[src/verilog/mwdt_regs.svh]
// register map, field positions, reset values and timing counts of the watchdog
//
// How it works
// - control register ignores writes while running
// - only resets or suspend-standby stop the watchdog
// - running counter overflow issues watchdog reset
// - clear strobe zeroes counter; firmware repeats it
// - overflow sets sticky reset flag bit 7
// - restart at 0000H, or option address
// - pause setting freezes counter, stops RC oscillator
// - early standby re-entry may keep oscillator running
// - settings 0, 1 and 3 keep RC oscillator in HOLD when RC is the selected clock
// - force-on keeps RC oscillator running
// - subclock loss while running on the subclock forces watchdog reset
// - overflow select gives 1024 up to 131072
// - standby field: continue, suspend, pause, continue
// - clock select: 0 RC oscillator, 1 subclock
// - system reset clears all; watchdog reset keeps config
`ifndef MWDT_REGS_SVH
`define MWDT_REGS_SVH

// ----------------------------------------------------------------------------
// register map
// ----------------------------------------------------------------------------
`define MWDT_CTRL_ADDR      16'hfe79
`define MWDT_CTRL_RST       8'h00
`define MWDT_BIT_FLAG       7
`define MWDT_BIT_CKSL       6
`define MWDT_BIT_RUN        5
`define MWDT_SB_HI          4
`define MWDT_SB_LO          3
`define MWDT_OV_HI          2
`define MWDT_OV_LO          0

// ----------------------------------------------------------------------------
// encodings and values
// ----------------------------------------------------------------------------
`define MWDT_SB_SUSPEND     2'h1
`define MWDT_SB_PAUSE       2'h2
`define MWDT_OVF_BASE       17'h00400
`define MWDT_RESET_VEC      16'h0000
`define MWDT_RC_SETTLE      3'h4

// ----------------------------------------------------------------------------
// timing
// ----------------------------------------------------------------------------
`define MWDT_CLK_MHZ        250
`define MWDT_SUB_LOSS_NS    100000
`define MWDT_SUB_LOSS_CYC   ((`MWDT_SUB_LOSS_NS * `MWDT_CLK_MHZ) / 1000)

`endif

[src/verilog/mwdt_pkg.sv]
// types and decode functions shared by the watchdog files
`default_nettype none
`include "mwdt_regs.svh"

package mwdt_pkg;

  typedef logic [16:0] mwdt_count_t;

  // decoded standby action
  typedef enum logic [1:0] {
    MWDT_SB_CONTINUE,
    MWDT_SB_STOP,
    MWDT_SB_HOLDCNT
  } mwdt_sb_act_t;

  // last count value before overflow for an overflow select code
  function automatic mwdt_count_t mwdt_ovf_limit(input logic [2:0] sel);
    mwdt_count_t base;
    base = `MWDT_OVF_BASE;
    return mwdt_count_t'(base << sel) - mwdt_count_t'(1);
  endfunction

  // standby field to action: 00 and 11 continue
  function automatic mwdt_sb_act_t mwdt_sb_decode(input logic [1:0] code);
    if (code == `MWDT_SB_SUSPEND) begin
      return MWDT_SB_STOP;
    end else if (code == `MWDT_SB_PAUSE) begin
      return MWDT_SB_HOLDCNT;
    end
    return MWDT_SB_CONTINUE;
  endfunction

endpackage

`default_nettype wire

[src/verilog/mwdt_pin_sync.sv]
// three-stage synchroniser with agreement filter and rising-edge pulse
`timescale 1ns/100ps
`default_nettype none

module mwdt_pin_sync (
  input  wire logic clk_in,
  input  wire logic srst_in,
  input  wire logic ce_in,
  input  wire logic pin_in,
  output var  logic rise_out
);

  logic s1_ff;
  logic s2_ff;
  logic s3_ff;
  logic level_ff;

  // ----------------------------------------------------------------------------
  // synchroniser chain; only s2 reads s1
  // ----------------------------------------------------------------------------
  always_ff @(posedge clk_in) begin
    if (srst_in) begin
      s1_ff <= 1'b0;
      s2_ff <= 1'b0;
      s3_ff <= 1'b0;
    end else if (ce_in) begin
      s1_ff <= pin_in;
      s2_ff <= s1_ff;
      s3_ff <= s2_ff;
    end
  end

  // filtered level follows once stages two and three agree
  always_ff @(posedge clk_in) begin
    if (srst_in) begin
      level_ff <= 1'b0;
      rise_out <= 1'b0;
    end else if (ce_in) begin
      if (s2_ff == s3_ff) begin
        level_ff <= s2_ff;
      end
      rise_out <= (s2_ff == s3_ff) && s2_ff && !level_ff;
    end
  end

endmodule // mwdt_pin_sync

`default_nettype wire

[src/verilog/mwdt_top.sv]
// watchdog core: control register, 17-bit counter, standby and subclock-loss handling
`timescale 1ns/100ps
`default_nettype none
`include "mwdt_regs.svh"

module mwdt_top
  import mwdt_pkg::*;
#(
  parameter int SUB_LOSS_CYCLES = `MWDT_SUB_LOSS_CYC
) (
  input  wire logic        clk_in,
  input  wire logic        srst_in,
  input  wire logic        ce_in,
  input  wire logic [15:0] reg_addr_in,
  input  wire logic [7:0]  reg_wdata_in,
  input  wire logic        reg_wr_in,
  input  wire logic        reg_rd_in,
  output var  logic [7:0]  reg_rdata_out,
  input  wire logic        clr_strobe_in,
  input  wire logic        halt_in,
  input  wire logic        hold_in,
  input  wire logic        rc_force_on_in,
  input  wire logic        sub_osc_enable_in,
  input  wire logic        rc_clk_in,
  input  wire logic        sub_clk_in,
  input  wire logic        flash_variant_in,
  input  wire logic [15:0] boot_addr_opt_in,
  output var  logic        wdt_reset_out,
  output var  logic        rc_osc_on_out,
  output var  logic [15:0] restart_addr_out
);

  // ----------------------------------------------------------------------------
  // declarations
  // ----------------------------------------------------------------------------
  logic         wd_reset_flag_ff;
  logic         count_clock_select_ff;
  logic         run_enable_ff;
  logic [1:0]   standby_behaviour_ff;
  logic [2:0]   overflow_select_ff;
  mwdt_count_t  watchdog_counter_ff;
  logic         sb_prev_ff;
  logic [2:0]   rc_gap_ff;
  logic         rc_stop_ok_ff;
  logic         sb_keep_ff;
  logic [15:0]  loss_cnt_ff;

  logic         rc_rise;
  logic         sub_rise;
  logic         reg_hit;
  logic         wr_ctrl;
  logic         sb_now;
  logic         sb_entry;
  logic         sb_exit;
  mwdt_sb_act_t sb_act;
  logic         suspend_stop;
  logic         paused;
  logic         tick;
  logic         clr_hit;
  logic         ovf_hit;
  logic         loss_timeout;
  logic         sub_lost;
  logic         wd_fire;
  logic         stop_ok_now;
  logic         nxt_rc_on;
  logic [7:0]   ctrl_view;

  // ----------------------------------------------------------------------------
  // count clock inputs from pins
  // ----------------------------------------------------------------------------
  mwdt_pin_sync u_rc_sync (
    .clk_in   (clk_in),
    .srst_in  (srst_in),
    .ce_in    (ce_in),
    .pin_in   (rc_clk_in),
    .rise_out (rc_rise)
  );

  mwdt_pin_sync u_sub_sync (
    .clk_in   (clk_in),
    .srst_in  (srst_in),
    .ce_in    (ce_in),
    .pin_in   (sub_clk_in),
    .rise_out (sub_rise)
  );

  // ----------------------------------------------------------------------------
  // decode of bus, standby and count events
  // ----------------------------------------------------------------------------
  assign reg_hit      = (reg_addr_in == `MWDT_CTRL_ADDR);
  assign wr_ctrl      = ce_in && reg_wr_in && reg_hit && !run_enable_ff;
  assign sb_now       = halt_in || hold_in;
  assign sb_entry     = sb_now && !sb_prev_ff;
  assign sb_exit      = !sb_now && sb_prev_ff;
  assign sb_act       = mwdt_sb_decode(standby_behaviour_ff);
  assign suspend_stop = run_enable_ff && sb_entry && (sb_act == MWDT_SB_STOP);
  assign paused       = run_enable_ff && sb_now && (sb_act == MWDT_SB_HOLDCNT);
  assign tick         = count_clock_select_ff ? sub_rise : rc_rise;
  assign clr_hit      = run_enable_ff && clr_strobe_in;

  // overflow on the tick that would step past the selected count
  assign ovf_hit = run_enable_ff && !paused && tick && !clr_hit
                   && (watchdog_counter_ff == mwdt_ovf_limit(overflow_select_ff));

  // subclock gone: enable dropped, HOLD entered, or no edge for too long
  assign loss_timeout = (loss_cnt_ff == 16'(SUB_LOSS_CYCLES - 1));
  assign sub_lost     = run_enable_ff && count_clock_select_ff && !suspend_stop
                        && (!sub_osc_enable_in || hold_in || loss_timeout);
  assign wd_fire      = ovf_hit || sub_lost;

  // read view of the control register
  assign ctrl_view = {wd_reset_flag_ff, count_clock_select_ff, run_enable_ff,
                      standby_behaviour_ff, overflow_select_ff};

  // ----------------------------------------------------------------------------
  // control register: configuration fields
  // ----------------------------------------------------------------------------
  // kept through a watchdog reset, loaded only while stopped
  always_ff @(posedge clk_in) begin
    if (srst_in) begin
      count_clock_select_ff <= 1'(`MWDT_CTRL_RST >> `MWDT_BIT_CKSL);
      standby_behaviour_ff  <= 2'h0;
      overflow_select_ff    <= 3'h0;
    end else if (wr_ctrl) begin
      count_clock_select_ff <= reg_wdata_in[`MWDT_BIT_CKSL];
      standby_behaviour_ff  <= reg_wdata_in[`MWDT_SB_HI:`MWDT_SB_LO];
      overflow_select_ff    <= reg_wdata_in[`MWDT_OV_HI:`MWDT_OV_LO];
    end
  end

  // ----------------------------------------------------------------------------
  // control register: run enable
  // ----------------------------------------------------------------------------
  // no write can stop it; overflow, loss or suspend entry clear it
  always_ff @(posedge clk_in) begin
    if (srst_in) begin
      run_enable_ff <= 1'b0;
    end else if (ce_in) begin
      if (wd_fire || suspend_stop) begin
        run_enable_ff <= 1'b0;
      end else if (wr_ctrl) begin
        run_enable_ff <= reg_wdata_in[`MWDT_BIT_RUN];
      end
    end
  end

  // ----------------------------------------------------------------------------
  // control register: reset flag
  // ----------------------------------------------------------------------------
  // set by overflow or loss; set wins over a write in the same cycle
  always_ff @(posedge clk_in) begin
    if (srst_in) begin
      wd_reset_flag_ff <= 1'b0;
    end else if (ce_in) begin
      if (wd_fire) begin
        wd_reset_flag_ff <= 1'b1;
      end else if (wr_ctrl) begin
        wd_reset_flag_ff <= reg_wdata_in[`MWDT_BIT_FLAG];
      end
    end
  end

  // ----------------------------------------------------------------------------
  // watchdog counter
  // ----------------------------------------------------------------------------
  // zero while stopped; cleared by strobe; frozen in pause standby
  always_ff @(posedge clk_in) begin
    if (srst_in) begin
      watchdog_counter_ff <= '0;
    end else if (ce_in) begin
      if (!run_enable_ff || clr_hit || wd_fire || suspend_stop) begin
        watchdog_counter_ff <= '0;
      end else if (tick && !paused) begin
        watchdog_counter_ff <= watchdog_counter_ff + mwdt_count_t'(1);
      end
    end
  end

  // ----------------------------------------------------------------------------
  // standby tracking
  // ----------------------------------------------------------------------------
  // previous standby level for entry and exit detection
  always_ff @(posedge clk_in) begin
    if (srst_in) begin
      sb_prev_ff <= 1'b0;
    end else if (ce_in) begin
      sb_prev_ff <= sb_now;
    end
  end

  // RC periods elapsed since the last standby release, saturating at four
  always_ff @(posedge clk_in) begin
    if (srst_in) begin
      rc_gap_ff <= `MWDT_RC_SETTLE;
    end else if (ce_in) begin
      if (sb_exit) begin
        rc_gap_ff <= 3'h0;
      end else if (!sb_now && rc_rise && (rc_gap_ff != `MWDT_RC_SETTLE)) begin
        rc_gap_ff <= rc_gap_ff + 3'h1;
      end
    end
  end

  // whether this standby was entered late enough to let the oscillator stop
  assign stop_ok_now = sb_entry ? (rc_gap_ff == `MWDT_RC_SETTLE) : rc_stop_ok_ff;

  always_ff @(posedge clk_in) begin
    if (srst_in) begin
      rc_stop_ok_ff <= 1'b1;
    end else if (ce_in) begin
      rc_stop_ok_ff <= stop_ok_now;
    end
  end

  // suspend setting with the RC clock selected keeps the oscillator up for the rest of this standby
  always_ff @(posedge clk_in) begin
    if (srst_in) begin
      sb_keep_ff <= 1'b0;
    end else if (ce_in) begin
      if (!sb_now) begin
        sb_keep_ff <= 1'b0;
      end else if (suspend_stop && !count_clock_select_ff) begin
        sb_keep_ff <= 1'b1;
      end
    end
  end

  // ----------------------------------------------------------------------------
  // RC oscillator request
  // ----------------------------------------------------------------------------
  always_comb begin
    nxt_rc_on = 1'b0;
    if (rc_force_on_in) begin
      nxt_rc_on = 1'b1;
    end else if (run_enable_ff && !count_clock_select_ff && !paused) begin
      nxt_rc_on = 1'b1;
    end else if (sb_keep_ff || (suspend_stop && !count_clock_select_ff)) begin
      nxt_rc_on = 1'b1;
    end else if (sb_now && !stop_ok_now && rc_osc_on_out) begin
      nxt_rc_on = 1'b1;
    end
  end

  always_ff @(posedge clk_in) begin
    if (srst_in) begin
      rc_osc_on_out <= 1'b0;
    end else if (ce_in) begin
      rc_osc_on_out <= nxt_rc_on;
    end
  end

  // ----------------------------------------------------------------------------
  // subclock edge watchdog
  // ----------------------------------------------------------------------------
  always_ff @(posedge clk_in) begin
    if (srst_in) begin
      loss_cnt_ff <= 16'h0000;
    end else if (ce_in) begin
      if (!run_enable_ff || !count_clock_select_ff || sub_rise) begin
        loss_cnt_ff <= 16'h0000;
      end else if (!loss_timeout) begin
        loss_cnt_ff <= loss_cnt_ff + 16'h0001;
      end
    end
  end

  // ----------------------------------------------------------------------------
  // reset request and restart address
  // ----------------------------------------------------------------------------
  always_ff @(posedge clk_in) begin
    if (srst_in) begin
      wdt_reset_out <= 1'b0;
    end else if (ce_in) begin
      wdt_reset_out <= wd_fire;
    end
  end

  always_ff @(posedge clk_in) begin
    if (srst_in) begin
      restart_addr_out <= `MWDT_RESET_VEC;
    end else if (ce_in && wd_fire) begin
      restart_addr_out <= flash_variant_in ? boot_addr_opt_in : `MWDT_RESET_VEC;
    end
  end

  // ----------------------------------------------------------------------------
  // register read port
  // ----------------------------------------------------------------------------
  // data stand for exactly one cycle after the strobe; unmapped reads zero
  always_ff @(posedge clk_in) begin
    if (srst_in) begin
      reg_rdata_out <= 8'h00;
    end else if (ce_in) begin
      reg_rdata_out <= (reg_rd_in && reg_hit) ? ctrl_view : 8'h00;
    end
  end
endmodule // mwdt_top

`default_nettype wire
[config.mk]
export PLATFORM = sky130hd
export DESIGN_NAME = mwdt_top
export DESIGN_NICKNAME = d
export VERILOG_FILES = /design/src/verilog/mwdt_pkg.sv /design/src/verilog/mwdt_pin_sync.sv /design/src/verilog/mwdt_top.sv
export VERILOG_INCLUDE_DIRS = /design/src /design/src/verilog
export SDC_FILE = /design/constraint.sdc
export NUM_CORES = 1
export LEC_CHECK = 0
export BUFFER_PORTS_ARGS = -buffer_cell sky130_fd_sc_hd__buf_4
export CORE_AREA = 2 2 118 120
export CTS_BUF_LIST = sky130_fd_sc_hd__clkbuf_4 sky130_fd_sc_hd__clkbuf_8
export CTS_CLUSTER_DIAMETER = 100
export DETAILED_ROUTE_END_ITERATION = 8
export DIE_AREA = 0 0 120 122
export PLACE_DENSITY = 0.48
export SLEW_MARGIN = 20
export SYNTH_ARGS = -nofsm -noshare
export SYNTH_HDL_FRONTEND = slang
export SYNTH_HIERARCHICAL = 1
export SYNTH_SLANG_ARGS = --single-unit
[constraint.sdc]
create_clock -name clk_in -period 2.74 [get_ports clk_in]
set_clock_uncertainty 0.15 [all_clocks]
set_input_delay 0.822 -clock clk_in [delete_from_list [all_inputs] [get_ports clk_in]]
set_output_delay 0.822 -clock clk_in [all_outputs]
set_load 0.01 [all_outputs]
==> flow_metrics.env <==
export IMPL_track_usage_pct=13.2
export IMPL_dieArea_mm2=0.0146
export IMPL_place_area_mm2=0.00480
export IMPL_syn_nets=502
export IMPL_place_gp_congestion=0.773
export IMPL_fmax_mhz=404
export IMPL_post_drt_wl_per_cell_um=13.5
export IMPL_firstDrtPassIters=4
export IMPL_async_flop_share_pct=0
export IMPL_post_cts_buffers=0
export IMPL_synth_area_leaders="dfxtp_1 42%, nor2_1 4.6%, xor2_1 4.2%, mux2i_1 3.8%, a22o_1 3.5%"
export IMPL_ys_types=64
export IMPL_worst_ep_required_time_ps=2890
export IMPL_yosys_warnings=6
export IMPL_register_area_mm2=0.00166
export IMPL_share_comb_of_total_power_pct=6.2
export IMPL_hold_depth=2
export IMPL_post_cts_resized=0
export IMPL_leakage_nw=2.09
export IMPL_fill_cells=1397
export IMPL_finalWirelength_mm=9.52
export IMPL_use_met1_pct=17.2
export IMPL_multi_input_comb_area_mm2=0.00212
export IMPL_netlist_area_mm2=0.00396
export IMPL_cts_made_buffers=9
export IMPL_fp_dieW_um=120
export IMPL_p_seq_share_pct=52.2
export IMPL_synth_edf_count=0
export IMPL_synthToLayoutAreaGrowth_pct=26.7
export IMPL_cp_start_kind="register"
export IMPL_setup_viol=0
export IMPL_io_pins=79
export IMPL_hold_start="u_sub_sync/level_ff"
export IMPL_hpwl_mm=6.81
export IMPL_synth_top_flop_cell="dfxtp_1"
export IMPL_cts_tree="yes"
export IMPL_cts_sinks=83
export IMPL_cts_root_buf="clkbuf_8"
export IMPL_p_switching_uw=522
export IMPL_timing_rr_end="restart_addr_out[1]"
export IMPL_internal_power_mw=1.82
export IMPL_critPathKind="reg -> reg"
export IMPL_grt_use_met2_pct=20.9
export IMPL_status="finished clean"
export IMPL_cp_arrival_ps=2630
export IMPL_dieHeight_um=122
export IMPL_diodes=0
export IMPL_vias=3402
export IMPL_fin_util_pct=37.2
export IMPL_min_period_ps=2470
export IMPL_dp_cells=691
export IMPL_switching_share_pct=22.3
export IMPL_min_period_over_period_pct=90.3
export IMPL_antenna_found_initial=0
export IMPL_grt_pass1_wl_mm=15.5
export IMPL_core_mm2=0.0135
export IMPL_final_instance_count_excl_fill=707
export IMPL_hp_class="reg -> reg"
export IMPL_r2r_cells=8
export IMPL_grt_pass1_vias=3232
export IMPL_vias_per_cell=4.81
export IMPL_cp_end_kind="register"
export IMPL_timing_rr_start="loss_cnt_ff[0]"
export IMPL_max_slew_margin_pct=67.3
export IMPL_holdWs_ps=324
export IMPL_postSynthAreaPerCell_um2=8.94
export IMPL_drt_initial_drc_count=213
export IMPL_drtAntennaViolNets=0
export IMPL_tightest_slew_ps=489
export IMPL_grt_use_met3_pct=3.98
export IMPL_rrSetupSlack_ps=270
export IMPL_tns_ps=0
export IMPL_initial_utilization_pct=29.3
export IMPL_clk_pin_slew_ps=90
export IMPL_finalMaxSlewViolations=0
export IMPL_grt_start_max_net_pins=45
export IMPL_cts_max_path_buffers=2
export IMPL_max_vdd_ir_drop_mv=0.240
export IMPL_whs_endpoint="u_sub_sync/level_ff"
export IMPL_grt_setup_unrepaired="false"
export IMPL_h_tree_depth=3
export IMPL_powerDensity_mw_per_mm2=467
export IMPL_synth_top_area_share_pct=42.0
export IMPL_syn_inst=443
export IMPL_synth_seq_cells=83
export IMPL_final_area_mm2=0.00502
export IMPL_busiest_layer="met2"
export IMPL_drive_gt1_share_pct=23.1
export IMPL_finalWorstSetupSlack_ps=267
export IMPL_hold_buffers=0
export IMPL_rows=43
export IMPL_io_buffers=78
export IMPL_critical_path_max_fanout=16
export IMPL_place_ws_ps=-0.158
export IMPL_drv_cap=0
export IMPL_hold_viol=0
export IMPL_ys_seq_area_share_pct=42.0
export IMPL_clk_latency_ps=360
export IMPL_final_nets=581
export IMPL_drc=0
export IMPL_p_total_mw=2.34
export IMPL_grt_overflow_total=0
export IMPL_clkPwrFrac_pct=41.7
export IMPL_synth_top_area_cell="dfxtp_1"
-- sequential cells by signal, indices dropped and copies added, names as in the netlist, 2 cells and up --
register and count:
loss_cnt_ff 16, overflow_select_ff 3, rc_gap_ff 3, reg_rdata_out 8
restart_addr_out 16, standby_behaviour_ff 2, watchdog_counter_ff 17
-- how the worst max path moves through the flow --
stage | slack [ps] | cells past startpoint | start | end
after global placement | 30 | 9 | reg_addr_in[7] | overflow_select_ff[2]
after CTS | 240 | 8 | loss_cnt_ff[0] | restart_addr_out[1]
after detailed placement | -0.2 | 9 | halt_in | restart_addr_out[1]
after floorplan | 120 | 7 | halt_in | watchdog_counter_ff[15]
after global routing | 40 | 7 | loss_cnt_ff[0] | watchdog_counter_ff[15]
final | 270 | 8 | loss_cnt_ff[0] | restart_addr_out[1]
-- Yosys cell counts (4+ instances only) --
| cell | instances |
|---|---|
| a211oi_1 | 5 |
| a21oi_1 | 22 |
| a22o_1 | 16 |
| a22oi_1 | 9 |
| a31oi_1 | 4 |
| and2_1 | 13 |
| and3_1 | 9 |
| and4_1 | 4 |
| buf_2 | 5 |
| clkbuf_1 | 18 |
| dfxtp_1 | 83 |
| ha_1 | 6 |
| inv_1 | 11 |
| mux2i_1 | 15 |
| nand2_1 | 26 |
| nand2b_1 | 6 |
| nand3_1 | 8 |
| nand3b_1 | 5 |
| nand4_1 | 12 |
| nor2_1 | 49 |
| nor3_1 | 11 |
| nor3b_1 | 4 |
| nor4_1 | 5 |
| o21ai_0 | 14 |
| or3_1 | 6 |
| xnor2_1 | 5 |
| xor2_1 | 19 |
-- cell usage in the layout (no fill, tap or decap), types with 9 or more instances in the layout --
cell | Yosys | final
inv_1 | 11 | 11
dfxtp_1 | 83 | 83
nor3_1 | 11 | 11
clkbuf_8 | 0 | 9
nand2_1 | 26 | 26
nand4_1 | 12 | 12
buf_4 | 1 | 95
and3_1 | 9 | 9
a22o_1 | 16 | 16
xor2_1 | 19 | 19
mux2i_1 | 15 | 15
a22oi_1 | 9 | 9
a21oi_1 | 22 | 22
and2_1 | 13 | 13
nor2_1 | 49 | 49
o21ai_0 | 14 | 14
-- cell families after synthesis --
group / Yosys count / synth area share, %
adders and majority gates: 6 / 1.90
AOI/OAI and AO/OA: 99 / 18.0
and+or+nand+nor: 176 / 24.4
xor gates and xnor gates: 24 / 5.31
muxes: 15 / 3.79
buffers and inverters: 40 / 4.61
DFF: 83 / 42.0
-- routing by layer --
layer	part of all wire, %	vias up
met3	5.2	7
met5	0	-
li1	-	1755
met1	49	1571
met2	45	69
met4	1.3	0
-- power by group through the flow --
stage	Clock [mW]	Combinational [mW]	Sequential (mW)
2_1_floorplan	0	0.0591	1.25
3_3_place_gp	0	0.146	1.25
3_5_place_dp	0	0.147	1.25
4_1_cts	1.01	0.147	1.22
5_1_grt	1.07	0.157	1.22
6_report	0.975	0.144	1.22
-- area by class of cell --
cell class / count / share of cell area (%)
multi-input combinational: 320 / 42.2
sequential: 83 / 33.1
clock inverter: 6 / 1.80
inverter: 11 / 0.823
timing repair buffer: 97 / 15.0
tap: 180 / 4.49
clock buffer: 10 / 2.62
-- worst max-delay path, stage by stage, from the launching register on --
cell	delay, ps
dfxtp_1	380
ha_1	240
and4_1	220
nand4_2	240
and3b_4	300
o32ai_4	310
and4_1	280
buf_12	150
a22o_1	150
No activity file was read; power rests on OpenSTA's default activity.
